### src/core/uart_rx_recovery_pkg.sv
// Contract
// - Oversample 16x normal, 8x double speed
// - Double speed when select bit is one
// - Low line seen in idle starts detection, sample one
// - Start checked at samples 8-10 or 4-6
// - Majority high start is noise, re-wait
// - Realign bit timing on every start bit
// - Sixteen or eight sampling states per bit
// - Bit value is majority of centre samples
// - Frame ends at first stop bit
// - Stop bit zero sets frame error
// - Accept new start right after stop vote
// - Character plus parity five to ten bits
package uart_rx_recovery_pkg;

    localparam int unsigned DIV_W = 12;
    localparam int unsigned CNT_W = 5;
    localparam int unsigned BITS_W = 4;
    localparam int unsigned FRAME_MAX = 10;
    localparam int unsigned FRAME_MIN = 5;

    localparam logic [CNT_W-1:0] SPB_NORMAL = 5'h10;
    localparam logic [CNT_W-1:0] SPB_DOUBLE = 5'h08;
    localparam logic [CNT_W-1:0] FIRST_NORMAL = 5'h08;
    localparam logic [CNT_W-1:0] FIRST_DOUBLE = 5'h04;
    localparam logic [CNT_W-1:0] SAMPLE_ONE = 5'h01;
    localparam logic [DIV_W-1:0] DIV_RESET = 12'h000;
    localparam logic [BITS_W-1:0] BITS_RESET = 4'h0;

    typedef enum logic [1:0] {
        ST_IDLE = 2'b00,
        ST_START = 2'b01,
        ST_DATA = 2'b10,
        ST_STOP = 2'b11
    } rx_state_e;

    // One received character with its frame status
    typedef struct packed {
        logic [FRAME_MAX-1:0] bits;
        logic frame_error_flag;
    } rx_word_s;

    localparam int unsigned WORD_W = FRAME_MAX + 1;

    function automatic logic vote3(input logic [2:0] s);
        vote3 = (s[0] & s[1]) | (s[0] & s[2]) | (s[1] & s[2]);
    endfunction

endpackage

### src/core/uart_baud_tick.sv
module uart_baud_tick
    import uart_rx_recovery_pkg::*;
#(
    parameter int unsigned W = DIV_W
) (
    // Clock and reset
    input wire logic sys_clk_i,
    input wire logic rst_n_i,
    input wire logic clk_en_i,
    // Divisor
    input wire logic [W-1:0] baud_divisor_i,
    // Tick
    output logic tick_o
);
    if (W < 1) begin : g_bad_width
        $error("divisor width too small");
    end

    logic [W-1:0] count;

    // Tick every divisor+1 clocks
    always_ff @(posedge sys_clk_i) begin
        if (!rst_n_i) begin
            count <= '0;
            tick_o <= 1'b0;
        end else if (clk_en_i) begin
            if (count >= baud_divisor_i) begin
                count <= '0;
                tick_o <= 1'b1;
            end else begin
                count <= count + 1'b1;
                tick_o <= 1'b0;
            end
        end
    end
endmodule

### src/core/uart_rx_skid.sv
module uart_rx_skid
    import uart_rx_recovery_pkg::*;
#(
    parameter int unsigned W = WORD_W
) (
    // Clock and reset
    input wire logic sys_clk_i,
    input wire logic rst_n_i,
    input wire logic clk_en_i,
    // Fill side
    input wire logic [W-1:0] in_data_i,
    input wire logic in_valid_i,
    output logic in_ready_o,
    // Drain side
    output logic [W-1:0] out_data_o,
    output logic out_valid_o,
    input wire logic out_ready_i
);
    if (W < 1) begin : g_bad_width
        $error("buffer width too small");
    end

    // Entry 0 feeds the output directly; entry 1 holds the overflow
    logic [W-1:0] mem0;
    logic [W-1:0] mem1;
    logic [1:0] fill;

    logic push;
    logic pop;
    logic [1:0] next_fill;
    assign push = in_valid_i && in_ready_o;
    assign pop = out_valid_o && out_ready_i;

    always_comb begin
        next_fill = fill + {1'b0, push} - {1'b0, pop};
    end

    // Flags registered so the handshake outputs come from flip-flops
    always_ff @(posedge sys_clk_i) begin
        if (!rst_n_i) begin
            fill <= 2'h0;
            out_valid_o <= 1'b0;
            in_ready_o <= 1'b1;
        end else if (clk_en_i) begin
            fill <= next_fill;
            out_valid_o <= (next_fill != 2'h0);
            in_ready_o <= (next_fill != 2'h2);
        end
    end

    always_ff @(posedge sys_clk_i) begin
        if (!rst_n_i) begin
            mem0 <= '0;
            mem1 <= '0;
        end else if (clk_en_i) begin
            if (pop) begin
                mem0 <= (fill == 2'h2) ? mem1 : in_data_i;
            end else if (push && fill == 2'h0) begin
                mem0 <= in_data_i;
            end
            if (push && ((fill == 2'h1 && !pop) || (fill == 2'h2))) begin
                mem1 <= in_data_i;
            end
        end
    end

    always_comb begin
        out_data_o = mem0;
    end
endmodule

### src/core/uart_async_rx_recovery.sv
module uart_async_rx_recovery
    import uart_rx_recovery_pkg::*;
#(
    parameter int unsigned DIV_WIDTH = DIV_W
) (
    // Clock, reset, enable
    input wire logic sys_clk_i,
    input wire logic rst_n_i,
    input wire logic clk_en_i,
    // Configuration
    input wire logic double_speed_select_i,
    input wire logic [DIV_WIDTH-1:0] baud_divisor_i,
    input wire logic [BITS_W-1:0] frame_bits_i,
    // Serial line
    input wire logic rxd_i,
    // Received characters
    output logic [FRAME_MAX-1:0] rx_data_o,
    output logic frame_error_flag_o,
    output logic rx_valid_o,
    input wire logic rx_ready_i,
    // Status
    output logic overrun_o,
    output logic busy_o
);
    if (DIV_WIDTH < 1 || DIV_WIDTH > 16) begin : g_bad_width
        $error("bad divisor width");
    end

    // Line synchroniser; meta is read only by line
    logic rxd_meta;
    logic rxd_line;
    always_ff @(posedge sys_clk_i) begin
        if (!rst_n_i) begin
            rxd_meta <= 1'b1;
            rxd_line <= 1'b1;
        end else if (clk_en_i) begin
            rxd_meta <= rxd_i;
            rxd_line <= rxd_meta;
        end
    end

    logic tick;
    uart_baud_tick #(.W(DIV_WIDTH)) u_tick (
        .sys_clk_i(sys_clk_i),
        .rst_n_i(rst_n_i),
        .clk_en_i(clk_en_i),
        .baud_divisor_i(baud_divisor_i),
        .tick_o(tick)
    );

    // Mode constants sampled per frame to avoid mid-frame mode changes
    logic dbl;
    logic [CNT_W-1:0] spb;
    logic [CNT_W-1:0] first_s;
    always_comb begin
        spb = dbl ? SPB_DOUBLE : SPB_NORMAL;
        first_s = dbl ? FIRST_DOUBLE : FIRST_NORMAL;
    end

    rx_state_e state;
    rx_state_e next_state;
    logic [CNT_W-1:0] sample;
    logic [2:0] votes;
    logic [BITS_W-1:0] bit_idx;
    logic [BITS_W-1:0] nbits;
    logic [FRAME_MAX-1:0] shift;
    logic push_valid;
    logic [WORD_W-1:0] push_word;
    logic buf_ready;

    logic last_sample;
    logic third_vote;
    logic voted;
    always_comb begin
        last_sample = (sample == spb);
        third_vote = (sample == first_s + 5'h02);
        voted = vote3({rxd_line, votes[1:0]});
    end

    always_comb begin
        next_state = state;
        unique case (state)
            ST_IDLE: if (!rxd_line) next_state = ST_START;
            ST_START: begin
                if (third_vote) begin
                    // Noise spike rejected, wait for next fall
                    next_state = voted ? ST_IDLE : ST_START;
                end else if (last_sample) begin
                    next_state = ST_DATA;
                end
            end
            ST_DATA: if (last_sample && bit_idx == nbits - 4'h1) next_state = ST_STOP;
            // Return right after the stop vote: early start allowed
            ST_STOP: if (third_vote) next_state = ST_IDLE;
        endcase
    end

    always_ff @(posedge sys_clk_i) begin
        if (!rst_n_i) begin
            state <= ST_IDLE;
        end else if (clk_en_i && tick) begin
            state <= next_state;
        end
    end

    // Sample counter restarts at one on every start edge
    always_ff @(posedge sys_clk_i) begin
        if (!rst_n_i) begin
            sample <= 5'h00;
            votes <= 3'h0;
        end else if (clk_en_i && tick) begin
            if (state == ST_IDLE) begin
                // The idle tick that sees the line low is sample one
                sample <= SAMPLE_ONE + 5'h01;
            end else begin
                sample <= last_sample ? SAMPLE_ONE : sample + 5'h01;
            end
            if (sample == first_s || sample == first_s + 5'h01) begin
                votes <= {votes[1:0], rxd_line};
            end
        end
    end

    // Mode and length latched at the start edge
    always_ff @(posedge sys_clk_i) begin
        if (!rst_n_i) begin
            dbl <= 1'b0;
            nbits <= BITS_RESET;
        end else if (clk_en_i && tick && state == ST_IDLE && !rxd_line) begin
            dbl <= double_speed_select_i;
            if (frame_bits_i < 4'(FRAME_MIN)) begin
                nbits <= 4'(FRAME_MIN);
            end else if (frame_bits_i > 4'(FRAME_MAX)) begin
                nbits <= 4'(FRAME_MAX);
            end else begin
                nbits <= frame_bits_i;
            end
        end
    end

    // Data bits, LSB first
    always_ff @(posedge sys_clk_i) begin
        if (!rst_n_i) begin
            bit_idx <= BITS_RESET;
            shift <= '0;
        end else if (clk_en_i && tick) begin
            if (state == ST_START) begin
                bit_idx <= BITS_RESET;
                shift <= '0;
            end else if (state == ST_DATA) begin
                if (third_vote) begin
                    shift[bit_idx] <= voted;
                end
                if (last_sample) begin
                    bit_idx <= bit_idx + 4'h1;
                end
            end
        end
    end

    // Character handed to the buffer at the stop vote
    always_ff @(posedge sys_clk_i) begin
        if (!rst_n_i) begin
            push_valid <= 1'b0;
            push_word <= '0;
        end else if (clk_en_i) begin
            push_valid <= tick && state == ST_STOP && third_vote;
            if (tick && state == ST_STOP && third_vote) begin
                push_word <= {shift, ~voted};
            end
        end
    end

    // A word refused by a full buffer is dropped and flagged
    always_ff @(posedge sys_clk_i) begin
        if (!rst_n_i) begin
            overrun_o <= 1'b0;
            busy_o <= 1'b0;
        end else if (clk_en_i) begin
            overrun_o <= push_valid && !buf_ready;
            busy_o <= (state != ST_IDLE);
        end
    end

    logic [WORD_W-1:0] buf_data;
    logic buf_valid;
    rx_word_s out_word;
    uart_rx_skid #(.W(WORD_W)) u_buf (
        .sys_clk_i(sys_clk_i),
        .rst_n_i(rst_n_i),
        .clk_en_i(clk_en_i),
        .in_data_i(push_word),
        .in_valid_i(push_valid),
        .in_ready_o(buf_ready),
        .out_data_o(buf_data),
        .out_valid_o(buf_valid),
        .out_ready_i(rx_ready_i)
    );

    // Buffer output entries are flip-flops
    always_comb begin
        out_word = rx_word_s'(buf_data);
        rx_data_o = out_word.bits;
        frame_error_flag_o = out_word.frame_error_flag;
        rx_valid_o = buf_valid;
    end
endmodule

### config.mk
export PLATFORM = sky130hd
export DESIGN_NAME = uart_async_rx_recovery
export DESIGN_NICKNAME = d
export VERILOG_FILES = /design/src/core/uart_rx_recovery_pkg.sv /design/src/core/uart_baud_tick.sv /design/src/core/uart_rx_skid.sv /design/src/core/uart_async_rx_recovery.sv
export SDC_FILE = /design/constraint.sdc
export NUM_CORES = 1
export LEC_CHECK = 0
export BUFFER_PORTS_ARGS = -buffer_cell sky130_fd_sc_hd__clkbuf_2
export CORE_ASPECT_RATIO = 1.5
export CORE_MARGIN = 1
export CORE_UTILIZATION = 45
export DETAILED_ROUTE_END_ITERATION = 6
export GPL_ROUTABILITY_DRIVEN = 0
export PLACE_DENSITY_LB_ADDON = 0.2
export SETUP_SLACK_MARGIN = 0.5
export SLEW_MARGIN = 10
export SYNTH_ARGS = -nofsm -noshare
export SYNTH_HDL_FRONTEND = slang
export SYNTH_HIERARCHICAL = 1
export SYNTH_SLANG_ARGS = --single-unit
### constraint.sdc
create_clock -name sys_clk_i -period 2.2 [get_ports sys_clk_i]
set_clock_uncertainty 0.15 [all_clocks]
set_input_delay 0.11 -clock sys_clk_i [delete_from_list [all_inputs] [get_ports sys_clk_i]]
set_output_delay 0.11 -clock sys_clk_i [all_outputs]
set_load 0.005 [all_outputs]
Word level (Yosys, flattened, before mapping)
Index checks and enable logic that the tools add are counted.
{"block": "word_totals", "regBits": 83, "input_bits": 22, "output_inout_bits": 14, "elab_cells": 114}
{"block": "classes", "add_sub_neg": 8, "n_lt_le_gt_ge": 5, "n_eq_ne": 15, "muxes": 27, "bitwise_logic": 6, "reduce_logical": 33}
{"operator": "two-way mux 11 bit", "n": 3}
{"operator": "two-way mux 10 bit", "n": 3}
{"operator": "two-way mux 4 bit", "n": 6}
{"operator": "== test 5 bit", "n": 3}
{"operator": "two-way mux 5 bit", "n": 3}
{"operator": "logical AND 1 bit", "n": 13}
{"operator": "adder 12 x 1 -> 12 bit (second input constant)", "n": 1}
{"operator": "greater-or-equal comparator 12 bit", "n": 1}
{"operator": "two-way mux 12 bit", "n": 1}
{"operator": "nonzero test 2 bit", "n": 6}
{"operator": "bitwise mux 10 bit", "n": 1}
{"operator": "two-way mux 2 bit", "n": 5}
{"operator": "inequality test 2 bit (second input constant)", "n": 4}
{"operator": "one-hot mux 2 bit (4 select lines)", "n": 1}
{"operator": "AND reduction 2 bit", "n": 4}
{"operator": "== test 2 bit (second input constant)", "n": 3}
{"operator": "AND reduction 3 bit", "n": 2}
{"operator": "adder 4 x 1 -> 5 bit (second input constant)", "n": 1}
{"operator": "adder 4 x 2 -> 5 bit (second input constant)", "n": 1}
{"operator": "adder 5 x 1 -> 5 bit (second input constant)", "n": 1}
{"operator": "== test 5 x 4 -> 1 bit", "n": 1}
{"operator": "< comparator 4 x 5 -> 1 bit (second input constant)", "n": 1}
{"operator": "AND reduction 5 bit", "n": 1}
{"operator": "adder 4 x 1 -> 4 bit (second input constant)", "n": 1}
{"operator": "17 further kinds", "n": 27}

Longest topological paths before layout
Gate-level depths: netlist (run 1).
{"block": "logic_depth", "depth_word": 8, "mapped_depth": 9, "ltp_nobuf": 8}

Hierarchy
The synthesis (run 1) kept the hierarchy.
{"mod": "uart_async_rx_recovery", "instances": 1, "cells_per_inst": 257, "area_per_inst_um2": 2260.9, "seq_area_each_um2": 880.8}
{"mod": "uart_rx_skid", "instances": 1, "cells_per_inst": 126, "area_per_inst_um2": 1162.4, "seq_area_each_um2": 520.5}
{"mod": "uart_baud_tick", "instances": 1, "cells_per_inst": 108, "area_per_inst_um2": 899.6, "seq_area_each_um2": 260.2}

Worst setup path before layout (run 1)
No wires, ideal clock.
{"block": "synth_path", "path_type": "reg-to-reg", "start": "register sample[3]", "end": "register shift[0]", "setup_time_ps": 128, "arrival_time_ps": 1695, "required_time_ps": 1922, "setup_slack_ps": 227, "stages_incl_launch_ff": 7, "n_path_buf": 0, "cell_sequence": "dfxtp_1 -> or3b_4 -> a21bo_4 -> a2111oi_4 -> nand2_1 -> mux2i_1 -> nor2_1"}
{"block": "synth_between", "elab_chain_len": 3}
{"element": "from (decl)", "line": "uart_async_rx_recovery.sv:62", "text": "logic [CNT_W-1:0] sample;"}
{"element": "from (signal assigned)", "line": "uart_async_rx_recovery.sv:114", "text": "sample <= SAMPLE_ONE + 5'h01;"}
{"element": "from (signal assigned)", "line": "uart_async_rx_recovery.sv:116", "text": "sample <= last_sample ? SAMPLE_ONE : sample + 5'h01;"}
{"element": "== test 5 bit", "line": "uart_async_rx_recovery.sv:76", "text": "third_vote = (sample == first_s + 5'h02);"}
{"element": "nonzero test 2 bit (no source line)"}
{"element": "AND reduction 3 bit (no source line)"}
{"element": "to (signal, indexed assignment)", "line": "uart_async_rx_recovery.sv:152", "text": "shift[bit_idx] <= voted;"}
{"element": "to (decl)", "line": "uart_async_rx_recovery.sv:66", "text": "logic [FRAME_MAX-1:0] shift;"}
Every way passes these cells.
A chain may end at the register's enable or synchronous reset.

Final worst setup path (run 1)
{"block": "layout_path", "start": "register sample[2]", "end": "register shift[0]"}
Same word-level chain as after synthesis.

==> summary.txt, run 1 <==
Placed design
  – Input/output buffers: 35
  – Post-DP HPWL: ~6.1 mm
  – DP Worst Slack: roughly 200 ps

Clocking
  – Number of clock sinks seen by CTS: 83
  – Clk_lat worst skew: around 340 ps
  – Max clock buf depth: 2
  – CTS buffer count: 9
  – CTS clk-pin slew, worst paths: about 60 ps
  – CTS tree: yes
  – H-Tree Depth: 3
  – CTS root buf: clkbuf_16

Worst setup path
  – CP top delay family: compound AO/OA/AOI/OAI gates
  – CP bufs+invs: 0
  – Critical Path AT: 2080 ps
  – Crit-path slowest cell: or3b_4
  – Critical path origin: sample[2]$_SDFFE_PN0P_
  – Setup crit start kind: register
  – Crit. End Element: register
  – Cell Chain, Critical Path: or3b_4, a21bo_4, a2111oi_4, nand2_1, mux2i_1, nor2_1
  – Levels on crit path: 6
  – Flop2flop setup slack: ~200 ps
  – Kind of critical path: register to register
  – WP data required: 2280 ps
  – Worst R2R End: shift[0]$_SDFFE_PN0P_
  – Worst Path Max Fanout: 4
  – Cells on worst reg2reg path: 6
  – Worst Setup EP: shift[0]$_SDFFE_PN0P_
  – FF-to-FF Start: sample[2]$_SDFFE_PN0P_
  – Crit-path max cell delay: 410 ps

Logic synthesis
  – Post-synth net total: between 500 and 600
  – Share of synthesized registers carrying an async set or reset: 0
  – Yosys cell types: 60
  – Avg Inst Size Synth: around 9 um2
  – Synth warn: 6
  – Synth Flop Type: dfxtp_1
  – Post-synthesis register bit count: between 80 and 90
  – Post-synth EDFFs: 0
  – Mapped Cells: 491
  – Synthesized area: around 4300 um2
  – Seq/Total Area, Yosys: 0.384

Pwr
  – Pwr/cell area: around 590 nW/um2
  – Flop pwr share: 0.464
  – Int Power: between 2000 and 3000 uW
  – Clock Power Share: 0.473
  – Worst VDD drop: 445 uV
  – Net switching power: approximately 790 uW
  – Power share of the combinational group: 0.063
  – Switch share: 0.238
  – P_leak: approximately 0.0023 uW

Layout
  – Synthesis-to-layout area growth: 29.3%
  – Share of post-route cells with drive strength above 1: 0.327
  – Most frequent cells in the layout: 71 x nand2_1, 61 x dfxtp_1, 36 x mux2i_1, 35 x clkbuf_2, 32 x buf_4
  – # diodes: 0
  – Fin nets: 610
  – Commonest non-fill, non-tap cell in the layout: nand2_1
  – Final Util: 0.600

Hold path
  – HP Class: primary input to register

Global route
  – Largest net degree at the start of global routing: between 50 and 60
  – Vias in the first global route: roughly 3.5k
  – Global-route wire length before repair: about 15 mm
  – Initial antenna violation count: 0
  – Total congestion overflow: 0
  – Gr usage total: 0.195

Timing
  – Final setup fails: 0
  – Fmax: about 0.50 GHz
  – Fin Hold WS: around 41 ps
  – Worst slew pin tran: 408 ps
  – Headroom to the max-slew limit: 0.728
  – Final worst setup slack: just under 200 ps
  – Pins over their slew limit: 0
  – Final hold vios: 0
  – Tcrit/Tclk final: 0.910
  – Minimum clock period: about 2000 ps
  – Total negative slack: 0 ps
  – RSZ-0062 raised after global routing: yes

Drt
  – Drt total wl: 9.29 mm
  – Initial DRC Count: 212
  – Routed Antenna Nets: 0
  – Detailed-route via count: about 3.6k
  – DRC: 0
  – Vias per cell: about 5.4
  – TritonRoute pass-1 iters: 4
  – Wire per inst: about 14 um

Floorplan
  – Starting Density: 0.464
  – Num rows: 43
  – Top Ports: 36
  – Die H: 122 um
  – Core Area: between 9000 and 10000 um2
  – Die extent in x: 82.0 um
  – Die area: 10000 um2

Status
  – Status: completed

Run
  – Max Cap Viol: 0
## cells by family after synthesis
kind of cell / Yosys count / synth area share
buffers and inverters: 46 / 0.0480
AND/OR/NAND/NOR: 170 / 0.196
adder cells (fa/ha/maj): 29 / 0.0834
multiplexers: 36 / 0.0834
AO/OA/AOI/OAI: 110 / 0.170
XOR/XNOR: 17 / 0.0344
flip-flops: 83 / 0.384
## synthesized netlist by cell type (all sizes together) (2+ instances only)
cell	count	area, um2
a31oi	2	12.5
o211a	3	30.0
and3	7	53.8
a311oi	2	17.5
nor2b	15	93.8
and2	2	12.5
and3b	3	26.3
dfxtp	83	1660
nor3b	3	27.5
buf	9	66.3
a2111oi	2	42.5
clkbuf	12	47.6
inv	25	93.8
nand2b	3	18.8
a21oi	32	164
xor2	10	87.6
o211ai	2	28.8
ha	28	350
nand3b	4	30.0
nand2	79	299
o21ai	34	174
mux2i	36	360
or4	2	15.0
nor3	6	30.0
a211oi	4	30.0
nand3	10	50.1
nor2	26	110
xnor2	7	61.3
a21boi	19	146
nand4	5	31.3
## per-stage QoR
stage,cells,power [uW],area [um2]
after global routing,677,3420,5590
after floorplan,491,1680,4370
after detailed placement,628,1740,4670
after CTS,663,3300,5250
final,677,3290,5590
after global placement,628,1730,4670
## registers in the layout, indices dropped and copies added, names as in the netlist, named ones only
| name | flops |
|---|---|
| u_tick/count | 12 |
| push_word | 11 |
| u_buf/mem1 | 11 |
| u_buf/out_data_o | 11 |
| shift | 10 |
| sample | 5 |
| bit_idx | 4 |
| nbits | 4 |
| u_buf/fill | 2 |
| votes | 2 |
| busy_o | 1 |
| dbl | 1 |
| overrun_o | 1 |
| push_valid | 1 |
| rxd_line | 1 |
| rxd_meta | 1 |
| state | 1 |
| u_buf/in_ready_o | 1 |
| u_buf/out_valid_o | 1 |
| u_tick/tick_o | 1 |
## routing by layer
metal  vias to the layer above  global-route usage  wire length [um]
met5                         -                   0                 0
met4                         0              0.0910               209
met3                        15              0.0382               248
met2                        56               0.333              4810
met1                      1712               0.227              4030
li1                       1851                   -                 -
## cell type report
type / instances / area [um2]
clock buffers: 9 / 225
well taps: 112 / 140
clock inverters: 7 / 83.8
inverters: 25 / 93.8
flip-flops and latches: 83 / 1720
multi-input cells: 364 / 2800
repair buffers: 77 / 531
fillers: 791 / 3720
## worst reg2reg max path, stage by stage, from the launching register on
cell,delay [ps]
dfxtp_4,340
or3b_4,410
a21bo_4,240
a2111oi_4,390
nand2_1,150
mux2i_1,160
nor2_1,50
## power groups by stage
stage                     clock [uW]  sequential [uW]  combinational, uW
after floorplan                    0             1570                108
after global placement             0             1570                159
after detailed placement           0             1570                165
after CTS                       1590             1530                182
after global routing            1650             1530                234
final                           1560             1530                208
## timing repair
item                                    CTS  global route
gates cloned                              1             1
buffers inserted                         13            13
hold buffers                              5             0
endpoints found under the hold margin     5             0
resized for setup                        30            60
pin swaps                                20            28
endpoints found under the setup margin   42            48
## worst min path at each step
| stage | startpoint | endpoint | depth (start not counted) | slack [ps] |
|---|---|---|---|---|
| 2_1_floorplan | frame_bits_i[3] | nbits[2]$_SDFFE_PN0P_ | 1 | 50 |
| 4_1_cts | rst_n_i | u_tick/count[0]$_SDFFE_PN0P_ | 2 | 40 |
| 3_3_place_gp | rxd_i | rxd_meta$_SDFFE_PN1P_ | 3 | 180 |
| 3_5_place_dp | rxd_i | rxd_meta$_SDFFE_PN1P_ | 3 | 200 |
| 6_report | rst_n_i | u_tick/count[0]$_SDFFE_PN0P_ | 2 | 40 |
| 5_1_grt | rst_n_i | u_tick/count[0]$_SDFFE_PN0P_ | 2 | 40 |
Power figures use the tool's default switching activity.
==> inputs of run 2 (changes only) <==
--- a/config.mk
+++ b/config.mk
@@ -7,11 +7,11 @@
 export LEC_CHECK = 0
 export BUFFER_PORTS_ARGS = -buffer_cell sky130_fd_sc_hd__clkbuf_2
 export CORE_ASPECT_RATIO = 1.5
-export CORE_MARGIN = 1
 export CORE_UTILIZATION = 45
 export DETAILED_ROUTE_END_ITERATION = 6
 export GPL_ROUTABILITY_DRIVEN = 0
 export PLACE_DENSITY_LB_ADDON = 0.2
+export RECOVER_POWER = 50
 export SETUP_SLACK_MARGIN = 0.5
 export SLEW_MARGIN = 10
 export SYNTH_ARGS = -nofsm -noshare
==> run 2 against run 1 <==
Register-to-register slack is essentially flat. Flip-flop and latch count is the same. Wire length is essentially flat. Global-route usage is the same. Hold slack lost 5.6 ps. Critical path depth grew 1. Power is essentially flat. Via count shrank 0.22%. Count of clock-buffer cells in the layout is the same. Largest power group unchanged.
==> summary.txt, run 2 (synthesis gave the netlist of run 1 again) <==
Layout
  – Commonest non-fill, non-tap cell in the layout: nand2_1
  – Synthesis-to-layout area growth: 27.8%
  – Fin nets: 610
  – Most frequent cells in the layout: 71 x nand2_1, 63 x dfxtp_1, 36 x mux2i_1, 29 x buf_4
  – Largest register by flop count: u_tick/count
  – Share of post-route cells with drive strength above 1: 0.292
  – # diodes: 0
  – Final std cells w/o fill: slightly below 700
  – Fillers: just over 800
  – Max reg flops: 12

Pwr
  – P_leak: 0.00222 uW
  – Power share of the combinational group: 0.062
  – Switch share: 0.239
  – Net switching power: 786 uW
  – Worst VDD drop: 445 uV
  – Int Power: about 2500 uW
  – Flop pwr share: 0.464
  – Power Total: between 3000 and 4000 uW
  – Clock Power Share: 0.474
  – Pwr/cell area: 596 nW/um2

Global route
  – Total congestion overflow: 0
  – Gr usage total: 0.195
  – Global-route wire length before repair: approximately 15 mm
  – Routing usage on met1: 0.227
  – Met3 usage: 0.0382
  – GR peak layer: met2
  – Met2 usage: 0.333
  – Initial antenna violation count: 0
  – Vias in the first global route: about 3.5k
  – Largest net degree at the start of global routing: 58

Placed design
  – Input/output buffers: 35
  – Placed Cells incl. Taps: 628
  – Post-DP HPWL: 6.09 mm
  – DP Worst Slack: around 200 ps

Timing
  – Final worst setup slack: 188 ps
  – Pins over their slew limit: 0
  – RSZ-0062 raised after global routing: yes
  – Headroom to the max-slew limit: 0.472
  – Tcrit/Tclk final: 0.914
  – Fmax: a little under 0.5 GHz
  – Total negative slack: 0 ps
  – Final setup fails: 0
  – Minimum clock period: 2010 ps
  – Worst slew pin tran: 791 ps
  – Final hold vios: 0
  – Fin Hold WS: approximately 35 ps

Floorplan
  – Num rows: between 40 and 50
  – Core Area: roughly 9300 um2
  – Die area: about 10000 um2
  – Top Ports: 36
  – Die H: 122 um
  – Starting Density: 0.464
  – Die extent in x: roughly 80 um

Clocking
  – CTS root buf: clkbuf_16
  – CTS clk-pin slew, worst paths: roughly 70 ps
  – Clk_lat worst skew: 340 ps
  – CTS buffer count: 9
  – CTS tree: yes
  – Number of clock sinks seen by CTS: 83
  – Max clock buf depth: 2
  – H-Tree Depth: 3

Worst setup path
  – Critical Path AT: approximately 2100 ps
  – Worst Path Max Fanout: 7
  – Flop2flop setup slack: between 150 and 200 ps
  – Setup crit start kind: register
  – Crit-path slowest cell: a2111oi_4
  – Cells on worst reg2reg path: 7
  – Crit-path max cell delay: between 400 and 500 ps
  – Cell Chain, Critical Path: inv_1, ha_1, nand2_2, a2111oi_4, nand2_1, mux2i_1, nor2_1
  – Worst R2R End: shift[0]$_SDFFE_PN0P_
  – Crit. End Element: register
  – WP data required: between 2000 and 2500 ps
  – FF-to-FF Start: state[0]$_SDFFE_PN0P_
  – Kind of critical path: register to register

Hold path
  – Endpoint, Worst Hold: u_tick/count[0]$_SDFFE_PN0P_
  – HP Class: primary input to register
  – Min-delay src: rst_n_i
  – Hold Crit Depth: 2

Drt
  – Initial DRC Count: 185
  – Wire per inst: 13.7 um
  – Vias per cell: 5.36
  – Detailed-route via count: 3626
  – TritonRoute pass-1 iters: 4
  – Drt total wl: roughly 9.3 mm
  – DRC: 0
  – Routed Antenna Nets: 0

Status
  – Status: completed

Run
  – Max Cap Viol: 0
[run 2: cell type report]
type                            count  area, um2  area share
Multi-Input combinational cell    364       2770       0.501
Sequential cell                    83       1710       0.309
Timing Repair Buffer               77        507      0.0917
Clock buffer                        9        225      0.0408
Tap cell                          112        140      0.0254
Inverter                           25       93.8      0.0170
Clock inverter                      7       83.8      0.0152
[run 2: metal layers]
layer  part of all wire  wire (um)
met1               0.44       4100
met2               0.51       4770
met3              0.022        206
met4              0.022        206
met5                  0          0
[run 2: power by group through the flow]
stage / Combinational (uW) / Sequential (uW) / Clock [uW]
2_1_floorplan: 108 / 1570 / 0
3_3_place_gp: 159 / 1570 / 0
3_5_place_dp: 165 / 1570 / 0
4_1_cts: 182 / 1530 / 1590
5_1_grt: 229 / 1530 / 1650
6_report: 203 / 1530 / 1560
[run 2: what timing repair did]
item                                    4_1_cts  5_1_grt
pin swaps                                    20       28
endpoints found under the setup margin       42       48
hold buffers                                  5        0
resized for setup                            30       60
cloned                                        1        1
setup buffers                                13       13
hold endpoints to repair                      5        0
[run 2: worst max-delay path by stage]
stage / start / endpoint / slack [ps] / cells past startpoint
after floorplan: sample[3]$_SDFFE_PN0P_ / shift[0]$_SDFFE_PN0P_ / 320 / 6
after global placement: sample[3]$_SDFFE_PN0P_ / push_word[0]$_SDFFE_PN0P_ / 230 / 5
after detailed placement: sample[3]$_SDFFE_PN0P_ / push_word[5]$_SDFFE_PN0P_ / 200 / 5
after CTS: sample[2]$_SDFFE_PN0P_ / shift[0]$_SDFFE_PN0P_ / 170 / 6
after global routing: state[0]$_SDFFE_PN0P_ / nbits[3]$_SDFFE_PN0P_ / 80 / 6
final: state[0]$_SDFFE_PN0P_ / shift[0]$_SDFFE_PN0P_ / 190 / 7
[run 2: critical path: cells and delay by family, from the launching register on]
| kind | cells | cell delay (ps) |
|---|---|---|
| buffers and inverters | 1 | 100 |
| AOI/OAI and AO/OA | 1 | 440 |
| adders and majority gates | 1 | 340 |
| muxes | 1 | 170 |
| DFF | 1 | 370 |
| and+or+nand+nor | 3 | 340 |
[run 2: through the flow]
step / area [um2] / utilization
6_report: 5530 / 0.594
2_1_floorplan: 4370 / -
3_3_place_gp: 4670 / 0.501
4_1_cts: 5250 / 0.564
3_5_place_dp: 4670 / 0.501
5_1_grt: 5530 / 0.594
